--- config.mk ---
export PLATFORM = sky130hd
export DESIGN_NAME = user_otp_commit_control
export DESIGN_NICKNAME = d
export VERILOG_FILES = /design/src/core/otp_commit_pkg.sv /design/src/core/otp_check_code.sv /design/src/core/user_otp_commit_control.sv
export SDC_FILE = /design/constraint.sdc
export NUM_CORES = 1
export LEC_CHECK = 0
export BUFFER_PORTS_ARGS = -buffer_cell sky130_fd_sc_hd__buf_2
export CAP_MARGIN = 20
export CORE_MARGIN = 4
export CORE_UTILIZATION = 44
export CTS_CLUSTER_DIAMETER = 100
export DETAILED_ROUTE_END_ITERATION = 6
export SETUP_SLACK_MARGIN = 0.02
export SLEW_MARGIN = 20
export SYNTH_ARGS = -nofsm -noshare
export SYNTH_HDL_FRONTEND = slang
export SYNTH_SLANG_ARGS = --single-unit
--- constraint.sdc ---
create_clock -name core_clk -period 9.5 [get_ports core_clk]
set_input_delay 0.475 -clock core_clk [delete_from_list [all_inputs] [get_ports core_clk]]
set_output_delay 0.475 -clock core_clk [all_outputs]
set_load 0.02 [all_outputs]
--- src/core/otp_commit_pkg.sv ---
// package for the user otp commit control block: register map, field layout, commit states
// assumes a register-access front end (spi or i2c) delivers byte writes and reads at 8-bit addresses
package otp_commit_pkg;
	localparam logic [7:0] ADDR_COMMIT_CONTROL = 8'h11;
	localparam logic [7:0] COMMIT_CONTROL_RESET = 8'h00;
	localparam int BIT_TRIGGER = 7;
	localparam int BIT_QUAL_A = 3;
	localparam int BIT_QUAL_B = 2;
	localparam int REGION_LSB = 0;
	localparam logic [1:0] REGION_ZERO = 2'h0;
	localparam logic [1:0] REGION_ONE = 2'h1;
	localparam logic [1:0] REGION_TWO = 2'h2;
	localparam int BANK_WORDS = 16;
	localparam int REGION_TWO_WORDS = 16;
	// index of the lowpass selection inside region two, left out of its burn
	localparam logic [3:0] LOWPASS_INDEX = 4'h0;
	localparam logic [7:0] CHECK_SEED = 8'hff;
	// nonvolatile programming time per word, in ns; BURN_CYCLES holds it rounded up to cycles of core_clk
	localparam int BURN_NS = 100;
	localparam int CLK_NS = 4;
	localparam logic [15:0] BURN_CYCLES = 16'((BURN_NS + CLK_NS - 1) / CLK_NS);

	typedef enum logic [2:0] {
		ST_IDLE = 3'b000,
		ST_CHECK = 3'b001,
		ST_BURN = 3'b010,
		ST_LOCK = 3'b011
	} commit_state_e;

	typedef struct packed {
		logic write;
		logic read;
		logic [7:0] addr;
		logic [7:0] wdata;
	} reg_req_s;

	typedef struct packed {
		logic active;
		logic [1:0] region;
		logic [3:0] index;
		logic [7:0] data;
	} burn_port_s;
endpackage : otp_commit_pkg

--- src/core/otp_check_code.sv ---
// running check code over a byte stream, one byte a cycle
// assumes the caller clears it before or with the first byte of each run
`timescale 1ns/1ps
module otp_check_code (
	input wire logic core_clk,
	input wire logic srst,
	input wire logic clear,
	input wire logic enable,
	input wire logic [7:0] dataIn,
	output logic [7:0] code
);
	import otp_commit_pkg::*;

	logic [7:0] code_r;
	logic [7:0] code_nxt;

	function automatic logic [7:0] crc8_step(input logic [7:0] c, input logic [7:0] d);
		logic [7:0] r;
		r = c ^ d;
		for (int i = 0; i < 8; i++) begin
			r = r[7] ? ((r << 1) ^ 8'h2f) : (r << 1);
		end
		return r;
	endfunction : crc8_step

	// a clear with enable starts a new run with its first byte, so no byte is lost at the seam
	assign code_nxt = clear ? (enable ? crc8_step(CHECK_SEED, dataIn) : CHECK_SEED)
		: (enable ? crc8_step(code_r, dataIn) : code_r);
	assign code = code_r;

	always_ff @(posedge core_clk) begin
		if (srst) begin
			code_r <= CHECK_SEED;
		end else begin
			code_r <= code_nxt;
		end
	end
endmodule : otp_check_code

--- src/core/user_otp_commit_control.sv ---
// commit control: mirror bank writes, commit decode, check code, burn, lock and change watch
// assumes the serial front end hands over single-cycle register requests; init lock comes from the lock register
`timescale 1ns/1ps
module user_otp_commit_control (
	input wire logic core_clk,
	input wire logic srst,
	input otp_commit_pkg::reg_req_s regReq,
	input wire logic [1:0] bankRegion,
	input wire logic bankSelect,
	input wire logic [3:0] bankIndex,
	input wire logic initCompleteLock,
	output logic [7:0] readData,
	output logic [2:0] regionLocked,
	output logic [7:0] regionCheck0,
	output logic [7:0] regionCheck1,
	output logic [7:0] regionCheck2,
	output logic changeError,
	output logic commitBusy,
	output otp_commit_pkg::burn_port_s burnPort
);
	import otp_commit_pkg::*;

	logic [7:0] control_r;
	logic [7:0] sharedBank_r [BANK_WORDS];
	logic [7:0] regionTwo_r [REGION_TWO_WORDS];
	logic [1:0] bankBase_r;
	commit_state_e state_r;
	commit_state_e state_nxt;
	logic [1:0] target_r;
	logic [3:0] index_r;
	logic [15:0] wait_r;
	logic [2:0] locked_r;
	logic [7:0] check_r [3];
	logic [7:0] ctrlCheck_r;
	logic changeError_r;
	logic [7:0] readData_r;
	burn_port_s burn_r;
	logic [3:0] watchIdx_r;
	logic [7:0] watchCode_r;

	function automatic logic [2:0] decode_commit(input logic [7:0] w);
		// returns {valid, region}
		logic [1:0] reg2;
		reg2 = w[REGION_LSB +: 2];
		if (reg2 == REGION_ZERO || reg2 == REGION_ONE) begin
			return {1'b1, reg2};
		end else if (reg2 == REGION_TWO && w[BIT_QUAL_A] && w[BIT_QUAL_B]) begin
			return {1'b1, reg2};
		end
		return 3'b000;
	endfunction : decode_commit

	wire writesOpen = !initCompleteLock;
	wire controlWrite = regReq.write && regReq.addr == ADDR_COMMIT_CONTROL && writesOpen;
	wire [2:0] decoded = decode_commit(regReq.wdata);
	wire decodedValid = decoded[2];
	wire [1:0] decodedRegion = decoded[1:0];
	// a commit needs the trigger, a defined region, an idle engine and an unlocked target
	wire commitStart = controlWrite && regReq.wdata[BIT_TRIGGER] && decodedValid
		&& state_r == ST_IDLE && !locked_r[decodedRegion];
	wire bankWrite = regReq.write && bankSelect && writesOpen && state_r == ST_IDLE;
	wire lastWord = index_r == 4'hf;
	wire waitDone = wait_r == 16'h0;
	wire [7:0] burnWord = (target_r == REGION_TWO) ? regionTwo_r[index_r] : sharedBank_r[index_r];
	wire skipWord = target_r == REGION_TWO && index_r == LOWPASS_INDEX;
	wire [7:0] checkCode;
	wire checkRun = state_r == ST_CHECK && !skipWord;
	// pass restarts at word 0; the code then covers all sixteen words of the previous pass
	wire watchWrap = watchIdx_r == 4'h0;
	wire [7:0] watchWord = (bankBase_r == REGION_TWO) ? regionTwo_r[watchIdx_r] : sharedBank_r[watchIdx_r];
	wire [7:0] watchNext;

	otp_check_code u_check (
		.core_clk(core_clk),
		.srst(srst),
		.clear(commitStart),
		.enable(checkRun),
		.dataIn(burnWord),
		.code(checkCode)
	);

	otp_check_code u_watch (
		.core_clk(core_clk),
		.srst(srst),
		.clear(watchWrap),
		.enable(1'b1),
		.dataIn(watchWord),
		.code(watchNext)
	);

	always_comb begin
		state_nxt = state_r;
		case (state_r)
			ST_IDLE: begin
				if (commitStart) begin
					state_nxt = ST_CHECK;
				end
			end
			ST_CHECK: begin
				if (lastWord) begin
					state_nxt = ST_BURN;
				end
			end
			ST_BURN: begin
				if (lastWord && waitDone) begin
					state_nxt = ST_LOCK;
				end
			end
			ST_LOCK: begin
				state_nxt = ST_IDLE;
			end
			default: begin
				state_nxt = ST_IDLE;
			end
		endcase
	end

	always_ff @(posedge core_clk) begin
		if (srst) begin
			state_r <= ST_IDLE;
			control_r <= COMMIT_CONTROL_RESET;
			target_r <= REGION_ZERO;
			index_r <= 4'h0;
			wait_r <= 16'h0;
		end else begin
			state_r <= state_nxt;
			if (controlWrite && state_r == ST_IDLE) begin
				control_r <= regReq.wdata;
			end
			if (commitStart) begin
				target_r <= decodedRegion;
				index_r <= 4'h0;
				wait_r <= BURN_CYCLES;
			end else if (state_r == ST_CHECK) begin
				index_r <= index_r + 4'h1;
			end else if (state_r == ST_BURN) begin
				if (waitDone || skipWord) begin
					index_r <= index_r + 4'h1;
					wait_r <= BURN_CYCLES;
				end else begin
					wait_r <= wait_r - 16'h1;
				end
			end
		end
	end

	// mirror bank: writes stage data only; a write outside region two moves the base
	always_ff @(posedge core_clk) begin
		if (srst) begin
			bankBase_r <= REGION_ZERO;
			// known contents keep the check codes and the change watch free of unknowns
			for (int i = 0; i < BANK_WORDS; i++) begin
				sharedBank_r[i] <= 8'h00;
			end
			for (int i = 0; i < REGION_TWO_WORDS; i++) begin
				regionTwo_r[i] <= 8'h00;
			end
		end else if (bankWrite) begin
			if (bankRegion == REGION_TWO) begin
				regionTwo_r[bankIndex] <= regReq.wdata;
			end else begin
				sharedBank_r[bankIndex] <= regReq.wdata;
				bankBase_r <= bankRegion;
			end
		end
	end

	always_ff @(posedge core_clk) begin
		if (srst) begin
			burn_r <= '0;
		end else begin
			burn_r.active <= state_r == ST_BURN && waitDone && !skipWord;
			burn_r.region <= target_r;
			burn_r.index <= index_r;
			burn_r.data <= burnWord;
		end
	end

	always_ff @(posedge core_clk) begin
		if (srst) begin
			locked_r <= 3'h0;
			for (int i = 0; i < 3; i++) begin
				check_r[i] <= 8'h00;
			end
		end else if (state_r == ST_LOCK) begin
			locked_r[target_r] <= 1'b1;
			check_r[target_r] <= checkCode;
		end
	end

	// change watch: recompute over the live bank; at each wrap, while idle, compare a locked region zero or one against its stored code
	always_ff @(posedge core_clk) begin
		if (srst) begin
			watchIdx_r <= 4'h0;
			watchCode_r <= 8'h00;
			ctrlCheck_r <= COMMIT_CONTROL_RESET;
			changeError_r <= 1'b0;
		end else begin
			watchIdx_r <= watchIdx_r + 4'h1;
			if (!initCompleteLock) begin
				ctrlCheck_r <= control_r;
			end
			if (watchWrap) begin
				watchCode_r <= watchNext;
				if (locked_r[bankBase_r] && state_r == ST_IDLE && bankBase_r != REGION_TWO
					&& watchNext != check_r[bankBase_r]) begin
					changeError_r <= 1'b1;
				end
			end
			if (initCompleteLock && ctrlCheck_r != control_r) begin
				changeError_r <= 1'b1;
			end
		end
	end

	always_ff @(posedge core_clk) begin
		if (srst) begin
			readData_r <= 8'h00;
		end else if (regReq.read) begin
			if (regReq.addr == ADDR_COMMIT_CONTROL) begin
				readData_r <= control_r;
			end else if (bankSelect) begin
				readData_r <= (bankRegion == REGION_TWO) ? regionTwo_r[bankIndex] : sharedBank_r[bankIndex];
			end else begin
				readData_r <= 8'h00;
			end
		end
	end

	assign readData = readData_r;
	assign regionLocked = locked_r;
	assign regionCheck0 = check_r[0];
	assign regionCheck1 = check_r[1];
	assign regionCheck2 = check_r[2];
	assign changeError = changeError_r;
	assign commitBusy = state_r != ST_IDLE;
	assign burnPort = burn_r;
endmodule : user_otp_commit_control

# --- After elaboration in Yosys (flattened, before gate mapping) ---
# Memories as Yosys holds them, arrays and structs flattened. A register that Yosys moved wholly into a read port is not among the register bits.
# Cells that the tools add are included.
totals:
  regBits: 90
  latchBits: 0
  ramBits: 280
  mem_bits_ro: 0
  in_bits: 28
  word_cells: 229
  n_memories: 3
classes:
  n_addsub: 3
  n_mul: 0
  div: 0
  magnitude_cmp: 4
  n_eq_ne: 17
  shifts: 0
  mux: 96
  bitwise_logic: 39
  n_reduce_logical: 49
mem_list:
  columns: ["name", "words", "width", "read_ports", "rd_ports_with_merged_regs", "write_ports", "line", "rtl"]
  rows:
  - ["regionTwo_r", 16, 8, 3, 2, 16, "user_otp_commit_control.sv:25", "logic [7:0] regionTwo_r [REGION_TWO_WORDS];"]
  - ["sharedBank_r", 16, 8, 3, 2, 16, "user_otp_commit_control.sv:24", "logic [7:0] sharedBank_r [BANK_WORDS];"]
  - ["check_r", 3, 8, 4, 1, 3, "user_otp_commit_control.sv:33", "logic [7:0] check_r [3];"]
op_table:
  columns: ["op", "n"]
  rows:
  - ["$mux 6", 32]
  - ["$not 5->5", 32]
  - ["$mux 8", 12]
  - ["$mux 4", 11]
  - ["$mux 1", 24]
  - ["$reduce_or 8->1", 3]
  - ["$logic_and 1x1->1", 22]
  - ["$mux 3", 6]
  - ["$logic_not 16->1", 1]
  - ["$mux 16", 1]
  - ["$ne 8x8->1", 2]
  - ["$not 8->8", 2]
  - ["$sub 16x1->16 const B", 1]
  - ["$xor 8x8->8", 2]
  - ["$mux 5", 3]
  - ["$reduce_bool 2->1", 6]
  - ["$reduce_and 2->1", 5]
  - ["$lt 2x3->1 const B", 3]
  - ["$pmux 3 s3", 1]
  - ["$add 4x1->4 const B", 2]
  - ["$eq 2x2->1 const B", 4]
  - ["$eq 8x5->1 const B", 1]
  - ["$logic_not 4->1", 2]
  - ["$eq 3x2->1 const B", 2]
  - ["other kinds (18)", 28]

# --- Depth between registers and ports, before layout ---
logic_depth:
  word_depth: 21
  ltp_mapped: 13

# --- Hierarchy ---
# From an unflattened synthesis, not the netlist that was laid out.
hier_totals:
  cells_unflattened: 1623
  area_unflattened_um2: 22067.4
modules_own_cells:
  columns: ["mod", "instances", "cells_each", "area_per_inst_um2", "seq_area_each_um2"]
  rows:
  - ["user_otp_commit_control", 1, 1445, 20425.8, 10229.8]
  - ["otp_check_code at u_watch", 1, 91, 840.8, 160.2]
  - ["otp_check_code at u_check", 1, 87, 800.8, 160.2]

# --- Worst setup path before layout ---
# OpenSTA, ideal clock, no wires.
synth_path:
  path_type: "reg2reg"
  startpoint: "register watchIdx_r[0]"
  endpoint: "register u_watch.code_r[1] (netlist: u_watch.code[1])"
  arrival_time_ps: 3174
  required_time_ps: 9386
  path_slack_ps: 6212
  stages_incl_launch_ff: 12
  path_buffers: 2
  period_less_slack_ps: 3288
  cell_sequence: "dfxtp_1 > buf_6 > buf_4 > mux4_2 > mux4_2 > mux2i_4 > xor2_2 > xnor2_1 > xnor2_2 > xnor2_1 > a211o_1 > a21o_1"
synth_via:
  elab_chain_cells: 2
synth_rtl:
  columns: ["item", "line", "rtl"]
  rows:
  - ["start: declaration", "user_otp_commit_control.sv:38", "logic [3:0] watchIdx_r;"]
  - ["start signal: assignment", "user_otp_commit_control.sv:199", "watchIdx_r <= watchIdx_r + 4'h1;"]
  - ["$logic_not 4->1", "user_otp_commit_control.sv:69", "wire watchWrap = watchIdx_r == 4'h0;"]
  - ["$mux 8", "otp_check_code.sv:27", "assign code_nxt = clear ? (enable ? crc8_step(CHECK_SEED, dataIn) : CHECK_SEED)"]
  - ["end signal: assignment", "otp_check_code.sv:35", "code_r <= code_nxt;"]
  - ["end: declaration", "otp_check_code.sv:14", "logic [7:0] code_r;"]
# No other way between the ends.
# A chain may end at the register's enable or synchronous reset.

==> impl_metrics.tcl <==
set metrics [dict create \
    cpPeakStageDelay_ns 0.72 \
    endpoint_kind "flop" \
    setup_tns_ns 0 \
    port_buffers 79 \
    final_nets 1708 \
    critPathMaxFanout 37 \
    busiest_layer "met2" \
    numCtsBuffers 43 \
    clk_path_buf_depth 3 \
    postCtsSetupBuffers 0 \
    dr.pass1.iters 5 \
    max-slew-margin-rel 0.227 \
    coreArea_um2 49300 \
    drt-initial-drc-count 1696 \
    layout_common_cells "288 x edfxtp_1, 276 x and2_1, 219 x mux4_2, 127 x nor2_1, 90 x dfxtp_1" \
    via_per_inst 6.17 \
    hold_path_class "input port to flop" \
    fp.dieH_um 232 \
    grt_first_pass_wirelength_um 97000 \
    yosys_warnings 0 \
    dp_hpwl_um 46000 \
    track_usage 0.245 \
    slew_violations 0 \
    cts_root_buf "clkbuf_16" \
    area_growth_syn_to_layout_pct 11.0 \
    cp_cell_sequence "buf_4 -> mux4_2 -> mux2i_1 -> a22oi_1 -> nand2_1 -> xor2_1 -> xnor3_1 -> xor2_1 -> xnor2_1 -> a2bb2oi_1" \
    async_flop_share 0 \
    power_density_nw_per_um2 195 \
    antenna_found_initial 2 \
    syn-num-nets 1661 \
    gp_congestion 0.902 \
    synth_xor_area_frac 0.0544 \
    cp-start-kind "flop" \
    fin_crit_ns 4.58 \
    synth-edff-count 288 \
    synth-simple-area-share 0.133 \
    die_x_um 232 \
    cp_num_buf_inv 1 \
    cap_viol_max_count 0 \
    ctsResizeCount 0 \
    clk_pin_slew_ns 0.06 \
    fin_crit_sh 0.482 \
    worst_pin_slew_ns 1.15 \
    finalWirelength_um 66000 \
    globalRouteOverflowTotal 0 \
    worstSetupPathType "flop to flop" \
    synth_top_family_by_area "multiplexers" \
    cts_max_level 2 \
    grt_max_degree 70 \
    vias 14621 \
    antennaDiodeCount 0 \
    crit_top_cell "xor2_1" \
    initial_core_util 0.448 \
    ys_ff_latch 383 \
    final_common_cell "edfxtp_1" \
    synth_fa_ha_area_frac 0.00567 \
    vdd_ir_drop_max_mv 0.116 \
    ys_seq_area_frac 0.478 \
    die-area_um2 53800 \
    finalSetupViolations 0 \
    cts_tree "yes" \
    cp.required_ns 9.96 \
    path_delay_family "XOR/XNOR gates" \
    rows 81 \
    synth.avg_cell_area_um2 13.6 \
    rsz0062_at_grt "no" \
    slowest_stage "dfxtp_4" \
    finClkSkew_ns 0.0200 \
    dp_slack_ns 4.90 \
    wl_per_cell_um 27.8 \
    synth_cell_types 61 \
    max_freq_mhz 218 \
    pin_count 80 \
    synth_compound_area_frac 0.0378 \
    synth_mux_area_frac 0.266 \
    final-hold-violation-count 0 \
    grt_pass1_vias 14150 \
    grtUsageMet3 0.0519 \
    layout_setup_ws_ns 4.92 \
    synth_cells 1623 \
    leakagePower_nw 8.81 \
    drc_errors 0 \
    drtAntennaViolNets 0 \
    crit_arrival_ns 5.04 \
    met1_usage 0.341 \
    grt_util_met2 0.368 \
    syn_area_um2 22100 \
    cts_sinks 383 \
    layout-drive-gt1-share 0.258 \
    insertion_delay_ns 0.59 \
    hold_buffers 0 \
    synth_ff_type "edfxtp_1" \
    status "complete, no violations" \
]
[layout make-up]
cell class | count | area (µm²)
clock buffer | 59 | 1180
fill | 4237 | 24700
inverter | 12 | 45.0
clock inverter | 21 | 201
tap | 664 | 831
sequential | 383 | 10600
timing repair buffer | 123 | 728
multi-input combinational | 1107 | 11000
[where the power goes]
part           internal, W  switching [W]
Combinational     0.000568       0.000582
Sequential         0.00188       0.000105
Clock             0.000934       0.000723
Total              0.00338        0.00141
[worst paths after layout]
path	startpoint	endpoint	slack, ns	cells past startpoint
worst max-delay path	flop	u_check.code[7]	4.92	10
worst min-delay path	bankRegion[0]	bankBase_r[0]	0.19	3
worst max register to register	flop	u_check.code[7]	4.92	10
worst min register to register	readData[7]	readData[7]	0.49	2
[kinds of logic (layout without fill, tap and decap cells)]
| logic type | after synthesis | after routing |
|---|---|---|
| flops | 383 | 383 |
| xor+xnor | 119 | 119 |
| simple gates | 539 | 539 |
| buf+inv | 133 | 215 |
| compound gates | 132 | 132 |
| mux | 307 | 307 |
| fa+ha+maj | 10 | 10 |
[worst min-delay path, cell delays in order]
cell and delay, ns:
buf_2 0.11, nand3_1 0.06, a21oi_1 0.07
[flip-flops by register name, indices dropped and copies added, names as in the netlist, named ones only]
| signal | cells |
|---|---|
| regionTwo_r | 128 |
| sharedBank_r | 128 |
| check_r | 32 |
| wait_r | 16 |
| burnPort | 15 |
| control_r | 8 |
| ctrlCheck_r | 8 |
| readData | 8 |
| u_check.code | 8 |
| u_watch.code | 8 |
| index_r | 4 |
| watchIdx_r | 4 |
| regionLocked | 3 |
| bankBase_r | 2 |
| state_r | 2 |
| target_r | 2 |
| changeError | 1 |
[metal layers]
layer / wire length (µm) / share of wire / vias up
li1: - / - / 6257
met5: 13 / 0.00020 / -
met2: 29700 / 0.45 / 834
met4: 3810 / 0.058 / 2
met3: 6040 / 0.092 / 136
met1: 26400 / 0.40 / 7392
[through the flow]
step / area, µm² / hold WS (ns) / util / instances / total power, W
global route: 24500 / 0.220 / 0.498 / 2369 / 0.00497
global placement: 23100 / 0.470 / 0.469 / 2288 / 0.00315
finish: 24500 / 0.193 / 0.498 / 2369 / 0.00479
floorplan: 22100 / 0.467 / - / 1623 / 0.00288
detailed placement: 23100 / 0.478 / 0.469 / 2288 / 0.00316
CTS: 24500 / 0.168 / 0.497 / 2368 / 0.00481
[Yosys cell counts (4+ instances only)]
cell | instances | area share
or2_2 | 4 | 0.0011
buf_1 | 10 | 0.0017
xor2_1 | 35 | 0.014
edfxtp_1 | 288 | 0.39
xnor2_1 | 71 | 0.028
buf_4 | 7 | 0.0024
xor3_1 | 4 | 0.0043
mux2i_1 | 74 | 0.034
clkbuf_1 | 83 | 0.014
buf_2 | 17 | 0.0039
mux2_2 | 11 | 0.0056
dfxtp_1 | 95 | 0.086
nand2b_1 | 8 | 0.0023
o22ai_1 | 10 | 0.0028
nor2_1 | 127 | 0.022
nor2b_1 | 15 | 0.0043
nor3_1 | 10 | 0.0023
mux4_2 | 219 | 0.22
and3_1 | 8 | 0.0023
nand2_1 | 47 | 0.0080
a21oi_1 | 25 | 0.0057
nor4_1 | 9 | 0.0026
o21ai_0 | 42 | 0.0095
nand4_1 | 11 | 0.0031
a22oi_1 | 17 | 0.0058
a21o_1 | 4 | 0.0014
xnor3_1 | 5 | 0.0051
ha_1 | 10 | 0.0057
and2_1 | 276 | 0.078
nand3_1 | 13 | 0.0029
a211oi_1 | 15 | 0.0051
inv_1 | 11 | 0.0019
Note: power is estimated with default switching activity, not from simulation.
